--- config.mk ---
export PLATFORM = sky130hd
export DESIGN_NAME = ppf_pin_share
export DESIGN_NICKNAME = d
export VERILOG_FILES = /design/src/design/ppf_pkg.sv /design/src/design/ppf_pin_share.sv
export VERILOG_INCLUDE_DIRS = /design/src /design/src/design
export SDC_FILE = /design/constraint.sdc
export NUM_CORES = 1
export LEC_CHECK = 0
export BUFFER_PORTS_ARGS = -buffer_cell sky130_fd_sc_hd__buf_2
export CAP_MARGIN = 0
export CORE_ASPECT_RATIO = 2
export CORE_MARGIN = 10
export CORE_UTILIZATION = 56
export CTS_BUF_LIST = sky130_fd_sc_hd__clkbuf_4 sky130_fd_sc_hd__clkbuf_8
export CTS_CLUSTER_DIAMETER = 150
export CTS_CLUSTER_SIZE = 14
export DETAILED_ROUTE_END_ITERATION = 7
export PLACE_DENSITY = 0.95
export SLEW_MARGIN = 20
export SYNTH_ARGS = -nofsm -noshare
export SYNTH_HDL_FRONTEND = slang
export SYNTH_SLANG_ARGS = --single-unit
--- constraint.sdc ---
create_clock -name clk -period 1.9 [get_ports clk]
set_input_delay 0.095 -clock clk [delete_from_list [all_inputs] [get_ports clk]]
set_output_delay 0.095 -clock clk [all_outputs]
set_load 0.1 [all_outputs]
--- src/design/ppf_defs.svh ---
// Constants for the shared parallel/floppy pin block
`ifndef PPF_DEFS_SVH
`define PPF_DEFS_SVH

// Shared pin count and positions of the floppy functions
`define PPF_PIN_COUNT      8
`define PPF_PIN_INDEX      0
`define PPF_PIN_TRACK_ZERO 1
`define PPF_PIN_WPROT      2
`define PPF_PIN_RDATA      3
`define PPF_PIN_DCHANGE    4
`define PPF_PIN_NOCONN     5
`define PPF_PIN_MOTOR_A    6
`define PPF_PIN_SELECT_A   7

// Mode select field codes
`define PPF_SEL_PRINTER    2'h0
`define PPF_SEL_SINGLE     2'h1
`define PPF_SEL_DUAL       2'h2

// Config register six, pull-up disable bit
`define PPF_CFG_SIX_PULLUP_DIS 4

// Primary status synchroniser bit positions
`define PPF_PRI_INDEX      4
`define PPF_PRI_TRACK_ZERO 3
`define PPF_PRI_WPROT      2
`define PPF_PRI_RDATA      1
`define PPF_PRI_DCHANGE    0
// Primary inputs idle high, so syncs reset to inactive
`define PPF_PRI_IDLE       5'h1F

// Reset values
`define PPF_BYTE_RESET     8'h00
`define PPF_PULLUP_RESET   8'h00

`endif

--- src/design/ppf_pkg.sv ---
// Types for the shared parallel/floppy pin block
package ppf_pkg;

   // Pin routing mode
   typedef enum logic [1:0] {
      PPF_PRINTER    = 2'h0,
      PPF_SINGLE_EXT = 2'h1,
      PPF_DUAL_EXT   = 2'h2
   } ppf_mode_t;

   // Decoded drive status, active high except read_data, which keeps the raw pin level
   typedef struct packed {
      logic index_seen;
      logic at_track_zero;
      logic write_protected;
      logic read_data;
      logic disk_changed;
   } ppf_fdd_status_t;

   // Pin drive group
   typedef struct packed {
      logic [7:0] out;
      logic [7:0] oe;
   } ppf_pin_drive_t;

endpackage

--- src/design/ppf_pin_share.sv ---
// Pin sharing between parallel port data and extension floppy signals
//
// Behaviour
// - Pin two: data bit 2 or write protect
// - Pin three: data bit 3 or read data
// - Pin four: data bit 4 or disk change
// - Pin five: data bit 5, else tri-stated
// - Pin six: data, tri-state, or motor A
// - Pin seven: data, tri-state, or select A
// - Single mode serves B; dual serves A,B
// - Config six bit 4 disables primary pull-ups
// - Pins zero, one: pulled-up index, track zero
`timescale 1ns/1ns
`include "ppf_defs.svh"

module ppf_pin_share (
   // Clock, reset, enable
   input  wire logic                   clk,
   input  wire logic                   rst_b,
   input  wire logic                   clk_en,
   // Configuration from same-clock logic
   input  wire logic [1:0]             mode_sel,
   input  wire logic [7:0]             config_reg_six,
   // Printer port side
   input  wire logic [7:0]             printer_data_out,
   input  wire logic                   printer_drive,
   output logic      [7:0]             printer_data_in,
   // Extension drive A requests, active high
   input  wire logic                   ext_motor_a_req,
   input  wire logic                   ext_select_a_req,
   // Shared data pins
   input  wire logic [7:0]             shared_data_pin_in,
   output ppf_pkg::ppf_pin_drive_t     shared_data_pin_drive,
   output logic      [7:0]             shared_pullup_en,
   // Primary floppy status pins, active low
   input  wire logic                   read_data_in,
   input  wire logic                   disk_change_in,
   input  wire logic                   write_protect_in,
   input  wire logic                   track_zero_in,
   input  wire logic                   index_in,
   output logic                        floppy_pullup_en,
   // Decoded status towards the controller
   output ppf_pkg::ppf_fdd_status_t    primary_status,
   output ppf_pkg::ppf_fdd_status_t    ext_status,
   output logic                        ext_serves_a,
   output logic                        ext_serves_b,
   output ppf_pkg::ppf_mode_t          mode
);

   // True in either extension floppy mode
   function automatic logic is_ext(input ppf_pkg::ppf_mode_t m);
      is_ext = (m == ppf_pkg::PPF_SINGLE_EXT) || (m == ppf_pkg::PPF_DUAL_EXT);
   endfunction

   // Fold active-low drive pins except read data into active-high status
   function automatic ppf_pkg::ppf_fdd_status_t decode_status(
      input logic idx_b, input logic trk_b, input logic wp_b,
      input logic rd,    input logic chg_b);
      ppf_pkg::ppf_fdd_status_t s;
      s.index_seen      = !idx_b;
      s.at_track_zero   = !trk_b;
      s.write_protected = !wp_b;
      s.read_data       = rd;
      s.disk_changed    = !chg_b;
      decode_status     = s;
   endfunction

   ////////////////////////////////////////////////////////////////////////
   // Input synchronisers

   logic [7:0] pin_meta;
   logic [7:0] pin_sync;
   logic [4:0] pri_meta;
   logic [4:0] pri_sync;

   // Two stages; only the second stage feeds logic
   always_ff @(posedge clk or negedge rst_b) begin
      if (!rst_b) begin
         pin_meta <= `PPF_BYTE_RESET;
         pin_sync <= `PPF_BYTE_RESET;
         pri_meta <= `PPF_PRI_IDLE;
         pri_sync <= `PPF_PRI_IDLE;
      end else if (clk_en) begin
         pin_meta <= shared_data_pin_in;
         pin_sync <= pin_meta;
         pri_meta <= {index_in, track_zero_in, write_protect_in, read_data_in,
                      disk_change_in};
         pri_sync <= pri_meta;
      end
   end

   ////////////////////////////////////////////////////////////////////////
   // Routing next values

   ppf_pkg::ppf_mode_t         next_mode;
   ppf_pkg::ppf_pin_drive_t    next_drive;
   logic [7:0]                 next_pullup;
   logic [7:0]                 next_printer_in;
   logic                       next_floppy_pullup_en;
   ppf_pkg::ppf_fdd_status_t   next_primary;
   ppf_pkg::ppf_fdd_status_t   next_ext;
   logic                       next_serves_a;
   logic                       next_serves_b;

   always_comb begin
      // mode field decode, reserved code falls back to printer
      case (mode_sel)
         `PPF_SEL_SINGLE: next_mode = ppf_pkg::PPF_SINGLE_EXT;
         `PPF_SEL_DUAL:   next_mode = ppf_pkg::PPF_DUAL_EXT;
         default:         next_mode = ppf_pkg::PPF_PRINTER;
      endcase

      // Printer defaults: all eight pins follow the port
      next_drive.out  = printer_data_out;
      next_drive.oe   = {8{printer_drive}};
      next_pullup     = `PPF_PULLUP_RESET;
      next_printer_in = pin_sync;
      next_ext        = '0;
      next_serves_a   = 1'b0;
      next_serves_b   = 1'b0;

      if (is_ext(next_mode)) begin
         // index, track zero, write protect, read data and disk change inputs, pulled up
         next_drive.out  = `PPF_BYTE_RESET;
         next_drive.oe   = `PPF_BYTE_RESET;
         next_pullup[`PPF_PIN_INDEX]      = 1'b1;
         next_pullup[`PPF_PIN_TRACK_ZERO] = 1'b1;
         next_pullup[`PPF_PIN_WPROT]      = 1'b1;
         next_pullup[`PPF_PIN_RDATA]      = 1'b1;
         next_pullup[`PPF_PIN_DCHANGE]    = 1'b1;
         // Printer sees nothing while the floppy owns the pins
         next_printer_in = `PPF_BYTE_RESET;
         next_ext = decode_status(pin_sync[`PPF_PIN_INDEX],
                                  pin_sync[`PPF_PIN_TRACK_ZERO],
                                  pin_sync[`PPF_PIN_WPROT],
                                  pin_sync[`PPF_PIN_RDATA],
                                  pin_sync[`PPF_PIN_DCHANGE]);
         // B always; A only in dual mode
         next_serves_b = 1'b1;
         next_serves_a = (next_mode == ppf_pkg::PPF_DUAL_EXT);
      end

      if (next_mode == ppf_pkg::PPF_DUAL_EXT) begin
         // motor A, low drives it on, open drain
         // select A, open drain, low selects
         next_drive.oe[`PPF_PIN_MOTOR_A]  = ext_motor_a_req;
         next_drive.oe[`PPF_PIN_SELECT_A] = ext_select_a_req;
      end

      // pull-up disable bit in config register six
      next_floppy_pullup_en = !config_reg_six[`PPF_CFG_SIX_PULLUP_DIS];
      // low disk change reads as changed
      // low write protect reads as protected
      // low track zero reads as head at track 0
      // read data stream passed to separator
      next_primary = decode_status(pri_sync[`PPF_PRI_INDEX],
                                   pri_sync[`PPF_PRI_TRACK_ZERO],
                                   pri_sync[`PPF_PRI_WPROT],
                                   pri_sync[`PPF_PRI_RDATA],
                                   pri_sync[`PPF_PRI_DCHANGE]);
   end

   ////////////////////////////////////////////////////////////////////////
   // Output registers

   // Reset leaves every shared pin released
   always_ff @(posedge clk or negedge rst_b) begin
      if (!rst_b) begin
         mode                  <= ppf_pkg::PPF_PRINTER;
         shared_data_pin_drive <= '0;
         shared_pullup_en      <= `PPF_PULLUP_RESET;
         printer_data_in       <= `PPF_BYTE_RESET;
         floppy_pullup_en      <= 1'b1;
         primary_status        <= '0;
         ext_status            <= '0;
         ext_serves_a          <= 1'b0;
         ext_serves_b          <= 1'b0;
      end else if (clk_en) begin
         mode                  <= next_mode;
         shared_data_pin_drive <= next_drive;
         shared_pullup_en      <= next_pullup;
         printer_data_in       <= next_printer_in;
         floppy_pullup_en      <= next_floppy_pullup_en;
         primary_status        <= next_primary;
         ext_status            <= next_ext;
         ext_serves_a          <= next_serves_a;
         ext_serves_b          <= next_serves_b;
      end
   end
endmodule

==> out/qor.yml <==
status: "completed"
synth_compound_area_frac: 0.0392
yosys.area_share.simple: 0.0497
gp_congestion: 0.726
setup_viol_count_final: 0
antenna_found_initial: 0
power_density_mw_per_mm2: 1260
p_clk_frac: 0.270
clock.fmax_mhz: 732
synthToLayoutAreaGrowth_pct: 26.2
hold_depth: 3
io_buffers: 73
multiInputGateArea_sq_um: 825
synth_xor_area_frac: 0
finalWorstPathRequiredPeriod_ns: 1.37
wl_mm: 5.45
syn_avg_cell_area_sq_um: 13.1
cap_violations: 0
antenna_left: 0
seq_area_sq_mm: 0.00149
hold_viol: 0
synth_top_family_by_area: "multiplexers"
slew_viol_final: 0
swShare: 0.420
tns_ns: 0
slowest_delay_ns: 0.52
clock_path_buffers: 2
vias_per_cell: 4.86
pwr-share-comb: 0.358
place_ws_ns: 0.644
worst-setup-path-type: "reg -> out"
drive_gt1_frac: 0.474
fp.dieW_microns: 68.3
ys_ff_latch: 59
worstPathMaxFanout: 2
gr-total-overflow: 0
worstMarginPinSlew_ns: 0.644
synth_top_cell_by_area: "dfrtp_1"
placedInstanceArea_sq_mm: 0.00290
core_area_sq_mm: 0.00455
holdWs_ns: 0.0144
post_cts_buffers: 0
synthMuxAreaShare: 0.212
ys_warn_count: 0
p_seq_frac: 0.372
netlist_instances: 199
clkSlewWorstSetupHoldPaths_ns: 0.07
total_power_mw: 4.15
critPathArrivalTime_ns: 1.27
initial_core_util: 0.574
clock-skew-final_ns: 0.00701
stdcell_area_sq_mm: 0.00330
drtPass1Iterations: 4
post_drt_wl_per_cell_microns: 15.8
clock_latency_ns: 0.33
fin_nets: 323
vias: 1673
start_kind: "flip-flop"
synth_area_sq_mm: 0.00262
n_antenna_cell: 0
slew-limit-headroom: 0.571
r2r_cells: 2
grt_pass1_wl_mm: 8.58
grtUsageTotal: 0.142
grt_pass1_vias: 1801
cts_buffers: 9
fin_crit_sh: 0.719
rows: 35
n_fill_cell: 331
die_h_microns: 117
critPathRequiredTime_ns: 1.80
path_cells: "buf_2"
switchingPower_mw: 1.74
grt_setup_unrepaired: "no"
drc: 0
path_delay_family: "flip-flops"
synth-adder-area-share: 0.00956
pin_count: 84
critical_path_depth: 1
dp_hpwl_mm: 3.76
synth_area_leaders: "dfrtp_1, mux2_4, dfstp_2"
grt_max_degree: 35
worst_slack_ns: 0.534
cellLeakagePower_nw: 1.72
endpoint_kind: "output pin"
cts_tree: "built"
worst-path-buf-inv: 1
internal_power_mw: 2.41
synth.distinct_cells: 19
drtIter0Drc: 133
dieArea_sq_mm: 0.00797
worst_path_max_delay_cell: "dfstp_2"
yosysSeqAreaShare: 0.570
clkSinkCount: 59
peakVddDrop_mv: 0.856
synth_top_area_share: 0.459
hold_path.class: "in -> reg"
htree_num_levels: 3
root_buffer: "clkbuf_8"
power by group through the flow:
stage | Combinational [mW] | Clock (mW) | Sequential (mW)
floorplan | 0.574 | 0 | 2.24
global placement | 1.44 | 0 | 1.55
detailed placement | 1.46 | 0 | 1.56
CTS | 1.50 | 1.15 | 1.54
global route | 1.54 | 1.21 | 1.56
finish | 1.49 | 1.12 | 1.54
cell usage in the layout, fill, tap and decap left out, drive strengths merged, types with 3 or more instances in the layout:
cell type	count
buf	77
clkbuf	11
clkinv	3
conb	3
dfrtp	48
dfstp	11
dlygate4sd3	20
inv	26
mux2	33
mux2i	6
nand3	17
nor2	6
o21ai	18
repair_timing:
action,4_1_cts,5_1_grt
gates resized for setup,0,0
endpoints found under the hold margin,45,0
hold buffers,20,0
layer usage:
layer | vias up | part of all wire | GRT usage
li1 | 799 | - | -
met1 | 803 | 0.40 | 0.171
met2 | 61 | 0.50 | 0.223
met3 | 10 | 0.083 | 0.0442
met4 | 0 | 0.019 | 0.0648
met5 | - | 0 | 0
final timing paths:
path | startpoint | end | slack (ns)
min in group asynchronous | rst_b | ext_status[3] | 0.33
min | printer_data_out[7] | shared_data_pin_drive[15] | 0.01
max reg2reg | pin_sync[4] | ext_status[0] | 1.09
max | floppy_pullup_en | floppy_pullup_en | 0.53
min reg2reg | floppy_pullup_en | floppy_pullup_en | 0.47
max in group asynchronous | rst_b | pri_meta[2] | 0.91
flip-flops by register name, summed over array words and instances, names as in the netlist:
name and flops:
ext_status 5, pin_meta 8, pri_sync 5, primary_status 5
floppy_pullup_en 1, shared_data_pin_drive 11, pri_meta 5, ext_serves_a 1
pin_sync 8, printer_data_in 8, mode 1, shared_pullup_en 1
final cells by class:
| cell class | instances | area share |
|---|---|---|
| Multi-Input combinational cell | 91 | 0.250 |
| Tap cell | 55 | 0.0208 |
| Sequential cell | 59 | 0.451 |
| Inverter | 26 | 0.0296 |
| Clock buffer | 11 | 0.0440 |
| Timing Repair Buffer | 97 | 0.189 |
| Clock inverter | 5 | 0.0159 |
per-stage QoR:
stage / cells / util
2_1_floorplan: 201 / -
3_3_place_gp: 308 / 0.638
3_5_place_dp: 308 / 0.638
4_1_cts: 344 / 0.725
5_1_grt: 344 / 0.725
6_report: 344 / 0.725
logic make-up after synthesis:
group                    after synthesis
buffers and inverters                 51
AO/OA/AOI/OAI                         20
other                                  1
adder cells (fa/ha/maj)                2
AND/OR/NAND/NOR                       27
flip-flops                            59
multiplexers                          39
cell usage after synthesis:
| master | n |
|---|---|
| ha_1 | 2 |
| nand3b_1 | 2 |
| clkbuf_1 | 1 |
| buf_12 | 1 |
| buf_6 | 6 |
| nand3_1 | 17 |
| o21ai_0 | 17 |
| nor2_1 | 6 |
| buf_2 | 3 |
| dfstp_2 | 11 |
| mux2i_1 | 6 |
| o21ai_1 | 1 |
| mux2_4 | 33 |
| buf_4 | 14 |
| nand2_1 | 2 |
| dfrtp_1 | 48 |
| inv_1 | 26 |
| a31oi_1 | 2 |
| conb_1 | 1 |
No activity file was read; power rests on OpenSTA's default activity.
